[config.mk]
export PLATFORM = sky130hd
export DESIGN_NAME = cwd_window_regs
export DESIGN_NICKNAME = d
export VERILOG_FILES = /design/src/verilog/cwd_pkg.sv /design/src/verilog/cwd_range_match.sv /design/src/verilog/cwd_cycle_timing.sv /design/src/verilog/cwd_window_regs.sv
export VERILOG_INCLUDE_DIRS = /design/src /design/src/verilog
export SDC_FILE = /design/constraint.sdc
export NUM_CORES = 1
export LEC_CHECK = 0
export BUFFER_PORTS_ARGS = -buffer_cell sky130_fd_sc_hd__buf_2
export CAP_MARGIN = 20
export CORE_MARGIN = 3
export CORE_UTILIZATION = 31
export CTS_CLUSTER_SIZE = 30
export DETAILED_ROUTE_END_ITERATION = 8
export GPL_TIMING_DRIVEN = 1
export PLACE_DENSITY = 0.59
export REMOVE_ABC_BUFFERS = 1
export SLEW_MARGIN = 20
export SYNTH_ARGS = -nofsm -noshare
export SYNTH_HDL_FRONTEND = slang
export SYNTH_SLANG_ARGS = --single-unit
[constraint.sdc]
create_clock -name core_clk -period 5.85 [get_ports core_clk]
set_input_delay 0.2925 -clock core_clk [delete_from_list [all_inputs] [get_ports core_clk]]
set_output_delay 0.2925 -clock core_clk [all_outputs]
set_load 0.05 [all_outputs]
[src/verilog/cwd_params.svh]
// constants for the card window enable and i/o decode block
`ifndef CWD_PARAMS_SVH
`define CWD_PARAMS_SVH
`define CWD_SOCKET_BASE 12'h800
`define CWD_OFF_ENABLE 8'h06
`define CWD_OFF_IOCTL 8'h07
`define CWD_OFF_IO0_SL 8'h08
`define CWD_OFF_IO0_SH 8'h09
`define CWD_OFF_IO0_EL 8'h0A
`define CWD_OFF_IO0_EH 8'h0B
`define CWD_OFF_IO1_SL 8'h0C
`define CWD_OFF_IO1_SH 8'h0D
`define CWD_OFF_IO1_EL 8'h0E
`define CWD_OFF_IO1_EH 8'h0F
`define CWD_RESET_BYTE 8'h00
`define CWD_ENABLE_WMASK 8'hDF
`define CWD_BIT_IO1_ON 7
`define CWD_BIT_IO0_ON 6
`define CWD_BIT_RSVD 5
`define CWD_CTL_IO1_LSB 4
`define CWD_CTL_IO0_LSB 0
`define CWD_BIT_EXTRA_WAIT 3
`define CWD_BIT_SHORT 2
`define CWD_BIT_FROM_CARD 1
`define CWD_BIT_WIDE 0
`define CWD_ISA_8_STD 3'h4
`define CWD_ISA_8_SHORT 3'h3
`define CWD_ISA_16_STD 3'h2
`define CWD_ISA_16_LONG 3'h3
`endif

[src/verilog/cwd_pkg.sv]
// types for the card window enable and i/o decode block
package cwd_pkg;
  typedef struct packed {
    logic io1_extra_wait;
    logic io1_short_cycle;
    logic io1_width_from_card;
    logic io1_wide_select;
    logic io0_extra_wait;
    logic io0_short_cycle;
    logic io0_width_from_card;
    logic io0_wide_select;
  } cwd_ioctl_type;
  typedef struct packed {
    logic [15:0] start_addr;
    logic [15:0] end_addr;
  } cwd_range_type;
  typedef struct packed {
    logic hit;
    logic window;
    logic wide;
    logic [2:0] isa_cycles;
  } cwd_claim_type;
endpackage

[src/verilog/cwd_range_match.sv]
// inclusive address range compare for one i/o window
`timescale 1ns/1ps
module cwd_range_match (
  input wire logic on,
  input wire cwd_pkg::cwd_range_type range,
  input wire logic [15:0] addr,
  output logic hit
);
  import cwd_pkg::*;
  // both bounds included
  assign hit = on && (addr >= range.start_addr) && (addr <= range.end_addr);
endmodule // cwd_range_match

[src/verilog/cwd_cycle_timing.sv]
// width and isa cycle length selection for one i/o window
`timescale 1ns/1ps
`include "cwd_params.svh"
module cwd_cycle_timing (
  input wire logic [3:0] ctl,
  input wire logic card_is16,
  output logic wide,
  output logic [2:0] isa_cycles
);
  import cwd_pkg::*;
  // width follows card pin when the source bit is set
  assign wide = ctl[`CWD_BIT_FROM_CARD] ? card_is16 : ctl[`CWD_BIT_WIDE];
  always_comb begin
    if (wide) begin
      isa_cycles = ctl[`CWD_BIT_EXTRA_WAIT] ? `CWD_ISA_16_LONG : `CWD_ISA_16_STD;
    end else begin
      isa_cycles = ctl[`CWD_BIT_SHORT] ? `CWD_ISA_8_SHORT : `CWD_ISA_8_STD;
    end
  end
endmodule // cwd_cycle_timing

[src/verilog/cwd_window_regs.sv]
// window enable, i/o control and i/o address registers with i/o window decode
`timescale 1ns/1ps
`include "cwd_params.svh"
module cwd_window_regs (
  input wire logic core_clk,
  input wire logic rst_b,
  input wire logic reg_sel,
  input wire logic reg_wr,
  input wire logic [11:0] reg_addr,
  input wire logic [7:0] reg_wdata,
  output logic [7:0] reg_rdata,
  output logic reg_hit,
  input wire logic io_req,
  input wire logic [15:0] io_addr,
  input wire logic card_is16_pin,
  output cwd_pkg::cwd_claim_type io_claim,
  output logic [4:0] mem_window_on
);
  import cwd_pkg::*;

  logic [7:0] window_enable;
  cwd_ioctl_type io_window_control;
  logic [7:0] addr_byte [0:7];
  logic [7:0] local_off;
  logic in_block;
  logic is16_meta;
  logic is16_sync;
  logic [1:0] win_hit;
  logic [1:0] win_wide;
  logic [2:0] win_cycles [0:1];
  cwd_range_type range [0:1];
  cwd_claim_type next_claim;
  logic [7:0] next_rdata;

  // decode only offsets 06h..0Fh above the socket base
  assign in_block = (reg_addr[11:8] == 4'(`CWD_SOCKET_BASE >> 8));
  assign local_off = reg_addr[7:0];
  assign reg_hit = reg_sel && in_block && (local_off >= `CWD_OFF_ENABLE)
                   && (local_off <= `CWD_OFF_IO1_EH);

  always_ff @(posedge core_clk or negedge rst_b) begin
    if (!rst_b) begin
      window_enable <= `CWD_RESET_BYTE;
    end else if (reg_hit && reg_wr && local_off == `CWD_OFF_ENABLE) begin
      window_enable <= reg_wdata & `CWD_ENABLE_WMASK;
    end
  end

  always_ff @(posedge core_clk or negedge rst_b) begin
    if (!rst_b) begin
      io_window_control <= cwd_ioctl_type'(`CWD_RESET_BYTE);
    end else if (reg_hit && reg_wr && local_off == `CWD_OFF_IOCTL) begin
      io_window_control <= cwd_ioctl_type'(reg_wdata);
    end
  end

  // eight address bytes, 08h..0Fh, indexed by the low three offset bits
  genvar gi;
  generate
    for (gi = 0; gi < 8; gi = gi + 1) begin : g_addr
      always_ff @(posedge core_clk or negedge rst_b) begin
        if (!rst_b) begin
          addr_byte[gi] <= `CWD_RESET_BYTE;
        end else if (reg_hit && reg_wr
                     && local_off == (`CWD_OFF_IO0_SL + 8'(gi))) begin
          addr_byte[gi] <= reg_wdata;
        end
      end
    end
    for (gi = 0; gi < 2; gi = gi + 1) begin : g_win
      assign range[gi].start_addr = {addr_byte[4*gi+1], addr_byte[4*gi]};
      assign range[gi].end_addr = {addr_byte[4*gi+3], addr_byte[4*gi+2]};
      cwd_range_match u_match (
        .on(window_enable[`CWD_BIT_IO0_ON + gi]),
        .range(range[gi]),
        .addr(io_addr),
        .hit(win_hit[gi])
      );
      cwd_cycle_timing u_timing (
        .ctl(io_window_control[4*gi +: 4]),
        .card_is16(is16_sync),
        .wide(win_wide[gi]),
        .isa_cycles(win_cycles[gi])
      );
    end
  endgenerate

  always_comb begin
    next_rdata = `CWD_RESET_BYTE;
    if (local_off == `CWD_OFF_ENABLE) begin
      next_rdata = window_enable;
    end else if (local_off == `CWD_OFF_IOCTL) begin
      next_rdata = io_window_control;
    end else if (local_off >= `CWD_OFF_IO0_SL && local_off <= `CWD_OFF_IO1_EH) begin
      next_rdata = addr_byte[local_off[2:0]];
    end
  end

  always_ff @(posedge core_clk or negedge rst_b) begin
    if (!rst_b) begin
      reg_rdata <= `CWD_RESET_BYTE;
    end else if (reg_hit && !reg_wr) begin
      reg_rdata <= next_rdata;
    end
  end

  // card width pin is asynchronous to core_clk
  always_ff @(posedge core_clk or negedge rst_b) begin
    if (!rst_b) begin
      is16_meta <= 1'b0;
      is16_sync <= 1'b0;
    end else begin
      is16_meta <= card_is16_pin;
      is16_sync <= is16_meta;
    end
  end

  always_comb begin
    next_claim = '0;
    if (io_req && win_hit[0]) begin
      next_claim.hit = 1'b1;
      next_claim.window = 1'b0;
      next_claim.wide = win_wide[0];
      next_claim.isa_cycles = win_cycles[0];
    end else if (io_req && win_hit[1]) begin
      next_claim.hit = 1'b1;
      next_claim.window = 1'b1;
      next_claim.wide = win_wide[1];
      next_claim.isa_cycles = win_cycles[1];
    end
  end

  always_ff @(posedge core_clk or negedge rst_b) begin
    if (!rst_b) begin
      io_claim <= '0;
    end else begin
      io_claim <= next_claim;
    end
  end

  assign mem_window_on = window_enable[4:0];

  // register side checks
  reset_clear_a: assert property (@(posedge core_clk) $rose(rst_b)
    |-> window_enable == `CWD_RESET_BYTE)
    else $error("enables not cleared after reset");
  ctl_reset_a: assert property (@(posedge core_clk) $rose(rst_b)
    |-> io_window_control == `CWD_RESET_BYTE && addr_byte[0] == `CWD_RESET_BYTE)
    else $error("control or address byte not cleared after reset");
  rsvd_zero_a: assert property (@(posedge core_clk) disable iff (!rst_b)
    !window_enable[`CWD_BIT_RSVD])
    else $error("reserved enable bit set");
  rsvd_read_a: assert property (@(posedge core_clk) disable iff (!rst_b)
    reg_hit && !reg_wr && local_off == `CWD_OFF_ENABLE
    |=> !reg_rdata[`CWD_BIT_RSVD])
    else $error("reserved enable bit read as one");
  enable_wr_a: assert property (@(posedge core_clk) disable iff (!rst_b)
    reg_hit && reg_wr && local_off == `CWD_OFF_ENABLE
    |=> window_enable[`CWD_BIT_IO1_ON:`CWD_BIT_IO0_ON]
        == $past(reg_wdata[`CWD_BIT_IO1_ON:`CWD_BIT_IO0_ON])
        && window_enable[`CWD_BIT_RSVD-1:0] == $past(reg_wdata[`CWD_BIT_RSVD-1:0]))
    else $error("window enable write not stored");
  enable_hold_a: assert property (@(posedge core_clk) disable iff (!rst_b)
    !(reg_hit && reg_wr && local_off == `CWD_OFF_ENABLE)
    |=> $stable(window_enable))
    else $error("window enable changed without a write");
  block_decode_a: assert property (@(posedge core_clk) disable iff (!rst_b)
    reg_hit == (reg_sel && reg_addr >= `CWD_SOCKET_BASE + 12'(`CWD_OFF_ENABLE)
                && reg_addr <= `CWD_SOCKET_BASE + 12'(`CWD_OFF_IO1_EH)))
    else $error("register decode outside the block window");
  ioctl_wr_a: assert property (@(posedge core_clk) disable iff (!rst_b)
    reg_hit && reg_wr && local_off == `CWD_OFF_IOCTL
    |=> io_window_control == $past(reg_wdata))
    else $error("i/o control write not stored");
  wr_back_a: assert property (@(posedge core_clk) disable iff (!rst_b)
    reg_hit && reg_wr && local_off == `CWD_OFF_IO1_SL
    |=> addr_byte[3'(`CWD_OFF_IO1_SL - `CWD_OFF_IO0_SL)] == $past(reg_wdata))
    else $error("start low byte not stored");
  addr_wr_a: assert property (@(posedge core_clk) disable iff (!rst_b)
    reg_hit && reg_wr && local_off >= `CWD_OFF_IO0_SL
    |=> addr_byte[$past(local_off[2:0])] == $past(reg_wdata))
    else $error("address byte not stored");
  end_high_a: assert property (@(posedge core_clk) disable iff (!rst_b)
    reg_hit && reg_wr && local_off == `CWD_OFF_IO0_EH
    |=> addr_byte[3'(`CWD_OFF_IO0_EH - `CWD_OFF_IO0_SL)] == $past(reg_wdata))
    else $error("end high byte not stored");
  end_low_a: assert property (@(posedge core_clk) disable iff (!rst_b)
    reg_hit && reg_wr && local_off == `CWD_OFF_IO1_EL
    |=> addr_byte[3'(`CWD_OFF_IO1_EL - `CWD_OFF_IO0_SL)] == $past(reg_wdata))
    else $error("end low byte not stored");
  rd_ioctl_a: assert property (@(posedge core_clk) disable iff (!rst_b)
    reg_hit && !reg_wr && local_off == `CWD_OFF_IOCTL
    |=> reg_rdata == $past(io_window_control))
    else $error("i/o control read back wrong");
  rd_addr_a: assert property (@(posedge core_clk) disable iff (!rst_b)
    reg_hit && !reg_wr && local_off >= `CWD_OFF_IO0_SL
    |=> reg_rdata == $past(addr_byte[local_off[2:0]]))
    else $error("address byte read back wrong");
  rdata_hold_a: assert property (@(posedge core_clk) disable iff (!rst_b)
    !(reg_hit && !reg_wr) |=> $stable(reg_rdata))
    else $error("read data changed without a read");

  // decode and cycle timing checks
  no_claim_off_a: assert property (@(posedge core_clk) disable iff (!rst_b)
    io_claim.hit
    |-> (io_claim.window ? $past(window_enable[`CWD_BIT_IO1_ON])
                         : $past(window_enable[`CWD_BIT_IO0_ON])))
    else $error("claim by disabled window");
  no_req_claim_a: assert property (@(posedge core_clk) disable iff (!rst_b)
    !io_req |=> !io_claim.hit)
    else $error("claim without a host request");
  claim_hit_a: assert property (@(posedge core_clk) disable iff (!rst_b)
    io_req && win_hit[0] |=> io_claim.hit && !io_claim.window)
    else $error("window 0 lost priority");
  win1_claim_a: assert property (@(posedge core_clk) disable iff (!rst_b)
    io_req && win_hit[1] && !win_hit[0] |=> io_claim.hit && io_claim.window)
    else $error("window 1 hit not claimed");
  range0_a: assert property (@(posedge core_clk) disable iff (!rst_b)
    io_claim.hit && !io_claim.window
    |-> $past(io_addr) >= $past(range[0].start_addr)
        && $past(io_addr) <= $past(range[0].end_addr))
    else $error("window 0 claim outside its range");
  range1_a: assert property (@(posedge core_clk) disable iff (!rst_b)
    io_claim.hit && io_claim.window
    |-> $past(io_addr) >= $past(range[1].start_addr)
        && $past(io_addr) <= $past(range[1].end_addr))
    else $error("window 1 claim outside its range");
  short_cycle_a: assert property (@(posedge core_clk) disable iff (!rst_b)
    io_claim.hit && !io_claim.wide && !io_claim.window
    && $past(io_window_control.io0_short_cycle)
    |-> io_claim.isa_cycles == `CWD_ISA_8_SHORT)
    else $error("short 8-bit cycle not three isa cycles");
  std8_a: assert property (@(posedge core_clk) disable iff (!rst_b)
    io_claim.hit && !io_claim.wide && !io_claim.window
    && !$past(io_window_control.io0_short_cycle)
    |-> io_claim.isa_cycles == `CWD_ISA_8_STD)
    else $error("standard 8-bit cycle length wrong");
  short1_a: assert property (@(posedge core_clk) disable iff (!rst_b)
    io_claim.hit && !io_claim.wide && io_claim.window
    && $past(io_window_control.io1_short_cycle)
    |-> io_claim.isa_cycles == `CWD_ISA_8_SHORT)
    else $error("window 1 short cycle wrong");
  long_cycle_a: assert property (@(posedge core_clk) disable iff (!rst_b)
    io_claim.hit && io_claim.wide && !io_claim.window
    && $past(io_window_control.io0_extra_wait)
    |-> io_claim.isa_cycles == `CWD_ISA_16_LONG)
    else $error("16-bit wait not lengthened");
  std16_a: assert property (@(posedge core_clk) disable iff (!rst_b)
    io_claim.hit && io_claim.wide && !io_claim.window
    && !$past(io_window_control.io0_extra_wait)
    |-> io_claim.isa_cycles == `CWD_ISA_16_STD)
    else $error("standard 16-bit cycle length wrong");
  long1_a: assert property (@(posedge core_clk) disable iff (!rst_b)
    io_claim.hit && io_claim.wide && io_claim.window
    && $past(io_window_control.io1_extra_wait)
    |-> io_claim.isa_cycles == `CWD_ISA_16_LONG)
    else $error("window 1 wait not lengthened");
  width_src_a: assert property (@(posedge core_clk) disable iff (!rst_b)
    io_req && win_hit[0] && !win_hit[1] && !io_window_control.io0_width_from_card
    |=> io_claim.wide == $past(io_window_control.io0_wide_select))
    else $error("width not from size bit");
  width_src1_a: assert property (@(posedge core_clk) disable iff (!rst_b)
    io_req && !win_hit[0] && win_hit[1] && !io_window_control.io1_width_from_card
    |=> io_claim.wide == $past(io_window_control.io1_wide_select))
    else $error("window 1 width not from size bit");
  card_width_a: assert property (@(posedge core_clk) disable iff (!rst_b)
    io_req && win_hit[0] && io_window_control.io0_width_from_card
    |=> io_claim.wide == $past(is16_sync))
    else $error("width not from card pin");
  card_width1_a: assert property (@(posedge core_clk) disable iff (!rst_b)
    io_req && !win_hit[0] && win_hit[1] && io_window_control.io1_width_from_card
    |=> io_claim.wide == $past(is16_sync))
    else $error("window 1 width not from card pin");

  // scenario coverage
  cover_w0: cover property (@(posedge core_clk) disable iff (!rst_b)
    io_claim.hit && !io_claim.window);
  cover_w1: cover property (@(posedge core_clk) disable iff (!rst_b)
    io_claim.hit && io_claim.window);
  cover_overlap: cover property (@(posedge core_clk) disable iff (!rst_b)
    io_req && win_hit[0] && win_hit[1]);
  cover_wide: cover property (@(posedge core_clk) disable iff (!rst_b)
    io_claim.hit && io_claim.wide);
  cover_card_width: cover property (@(posedge core_clk) disable iff (!rst_b)
    io_req && win_hit[0] && io_window_control.io0_width_from_card);
endmodule // cwd_window_regs

==> impl_metrics.yaml <==
sta:
  fin_worst_skew_ns: 0.00794
  grt_setup_unrepaired: "no"
  tightest_slew_ns: 0.893
  hold_viol: 0
  min_period_ns: 2.51
  fmax_mhz: 398
  maxSlewViolCount: 0
  setup_viol: 0
  slew_headroom: 0.399
  finalSetupTns_ns: 0
  period_share: 0.430
synthesis:
  synthCells: 578
  synth-main-ff-cell: "dfrtp_1"
  synth.distinct_cells: 50
  synth_top_area_share: 0.406
  synth_edf_count: 0
  async_flop_share: 1.00
  synth_xor_area_frac: 0
  synthAdderAreaFrac: 0.137
  ys_ff_latch: 95
  synth_sequential_area_ratio: 0.406
  synth.top_cells.by_area: "dfrtp_1 (41%), ha_1 (14%), mux4_2 (6.1%), o21ai_0 (5.7%), nand2_1 (5.1%)"
  synth_top_area_cell: "dfrtp_1"
  synth-compound-area-share: 0.133
  syn_avg_cell_area_um2: 10.1
  synth_top_family_by_area: "adder cells"
  yosys.area_share.simple: 0.136
  netlist_area_mm2: 0.00586
  synth_warnings: 0
  synth_mux_area_frac: 0.125
floorplan:
  ioPinCount: 62
  die_w_um: 143
  die_area_mm2: 0.0206
  initial_core_util: 0.321
  core_mm2: 0.0183
  rows: 49
  die_height_um: 143
worst_setup_path:
  cp_num_buf_inv: 1
  critPathSlowestCell: "or4_1"
  crit_type: "flip-flop to flip-flop"
  start_kind: "flip-flop"
  critPathMaxStageDelay_ns: 0.61
  path_delay_family: "simple AND/OR/NAND/NOR gates"
  cp.required_ns: 6.12
  cp-end-kind: "flip-flop"
  path_max_fanout: 6
  crit_chain: "inv_1 > ha_1 > nand4_1 > or4_1 > a21oi_1 > nor3_1 > o2bb2ai_2 > mux2i_1"
  crit_arrival_ns: 2.78
place:
  io_buffers: 61
  place_area_mm2: 0.00632
  dp.final_hpwl_mm: 12.1
  gp_congestion: 0.851
  dp_cells: 845
final_layout:
  fin_util: 0.365
  fin_cells: 861
  area_growth_pct: 13.9
  stdcell_area_mm2: 0.00667
  seqCellArea_mm2: 0.00238
  nets: 734
  multi_input_area_mm2: 0.00311
  diodes: 0
  fillers: 1847
  drive_above_1_share: 0.223
route:
  drt-total-wl_mm: 15.8
  drtIter0Drc: 364
  viasPerCell: 5.09
  postRouteAntennaNets: 0
  wl_per_cell_um: 18.3
  drcViolationCount: 0
  firstDrtPassIters: 6
  vias: 4386
global_routing:
  grt_max_degree: 55
  grt_overflow: 0
  grt_pass1_vias: 4432
  grt_usage: 0.161
  grt_pass1_wl_mm: 25.1
  antenna_found_initial: 0
pwr:
  switchingPower_mw: 0.334
  pwr-share-seq: 0.458
  clkPwrFrac: 0.467
  swShare: 0.232
  power_frac_comb: 0.075
  peakVddDrop_uv: 126
  p_per_area_mw_per_mm2: 216
  leakage_nw: 3.32
  internal_power_mw: 1.11
clock_tree:
  cts_tree: "built"
  post_cts_buffers: 0
  clock_path_buffers: 2
  clk_latency_ns: 0.35
  cts_hold_buf: 1
  htree_levels: 3
  cts_sinks: 95
  cts_buffers: 9
  post_cts_resized: 0
  root_buffer: "clkbuf_16"
  path_clk_slew_ns: 0.07
outcome:
  status: "finished, final reports clean"
job:
  drv_cap: 0
min_path:
  hold_path_class: "input port to flip-flop"
## per-layer routing
metal  vias up  wire length (µm)  track usage
li1       2146                 -            -
met3        21               648       0.0319
met4         0               283       0.0471
met1      2135              7560        0.229
met5         -                 0            0
met2        84              7280        0.250
## stage by stage
stage               setup slack, ns  total power, mW  hold WS (ns)
floorplan                      3.48            0.713      -0.00309
global placement               3.30            0.783         0.327
detailed placement             3.26            0.783         0.320
CTS                            3.35             1.45        0.0353
global route                   3.15             1.49        0.0399
finish                         3.34             1.44        0.0416
## registers in the layout, summed over array words and instances (netlist names)
signal and count:
addr_byte 64, is16_meta 1, window_enable 7, io_window_control 8
io_claim 6, reg_rdata 8, is16_sync 1
## path summary, 6_finish.rpt
path	startpoint	to	slack (ns)	cells past startpoint
setup / recovery	addr_byte[37]	io_claim[0]	3.34	8
hold / removal	card_is16_pin	is16_meta	0.04	1
setup reg to reg	addr_byte[37]	io_claim[0]	3.34	8
hold reg to reg	is16_meta	is16_sync	0.35	0
max in group asynchronous	rst_b	window_enable[4]	4.22	3
min in group asynchronous	rst_b	addr_byte[50]	0.50	2
## cell usage after synthesis, drive strengths merged (3+ instances only)
cell / instances
dfrtp: 95
nand2: 79
o21ai: 68
ha: 64
inv: 63
a21oi: 31
nor2: 28
mux2: 26
mux4: 16
buf: 15
nand4: 11
clkbuf: 9
mux2i: 8
a222oi: 7
nand3: 7
nor2b: 7
o211ai: 6
a21o: 5
nor3: 4
a211oi: 3
nand2b: 3
nor4: 3
or4: 3
## layout make-up
class,count,area share
multi-input combinational,396,0.466
sequential,95,0.356
timing repair buffer,63,0.0488
tap,229,0.0429
inverter,63,0.0354
clock buffer,9,0.0338
clock inverter,6,0.0163
## cells in the final DEF, fill, tap and decap left out, types with 3 or more instances in the layout
master     instances
bufinv_16          3
a21o_1             5
nor2_1            18
nor3_1             4
o211ai_1           6
clkbuf_16          9
a21oi_1           31
dfrtp_1           95
a222oi_1           7
a211oi_1           3
ha_1              64
nor2b_1            6
nand4_1           10
mux2_2            26
nor2_2             6
mux2i_1            8
mux4_2            16
nand2b_1           3
nor2_4             4
nand3_2            3
nand3_1            4
buf_2             60
o21ai_0           67
inv_1             63
nand2_1           79
## kinds of logic after synthesis
group	after synthesis
adder cells (fa/ha/maj)	64
flip-flops	95
AO/OA/AOI/OAI	132
multiplexers	50
buffers and inverters	87
AND/OR/NAND/NOR	150
## power groups by stage
stage / Sequential [mW] / Clock, mW / Combinational, mW
finish: 0.661 / 0.673 / 0.108
global route: 0.661 / 0.712 / 0.121
CTS: 0.661 / 0.682 / 0.111
detailed placement: 0.673 / 0 / 0.110
global placement: 0.674 / 0 / 0.109
floorplan: 0.680 / 0 / 0.0334
Note: power is estimated with default switching activity, not from simulation.
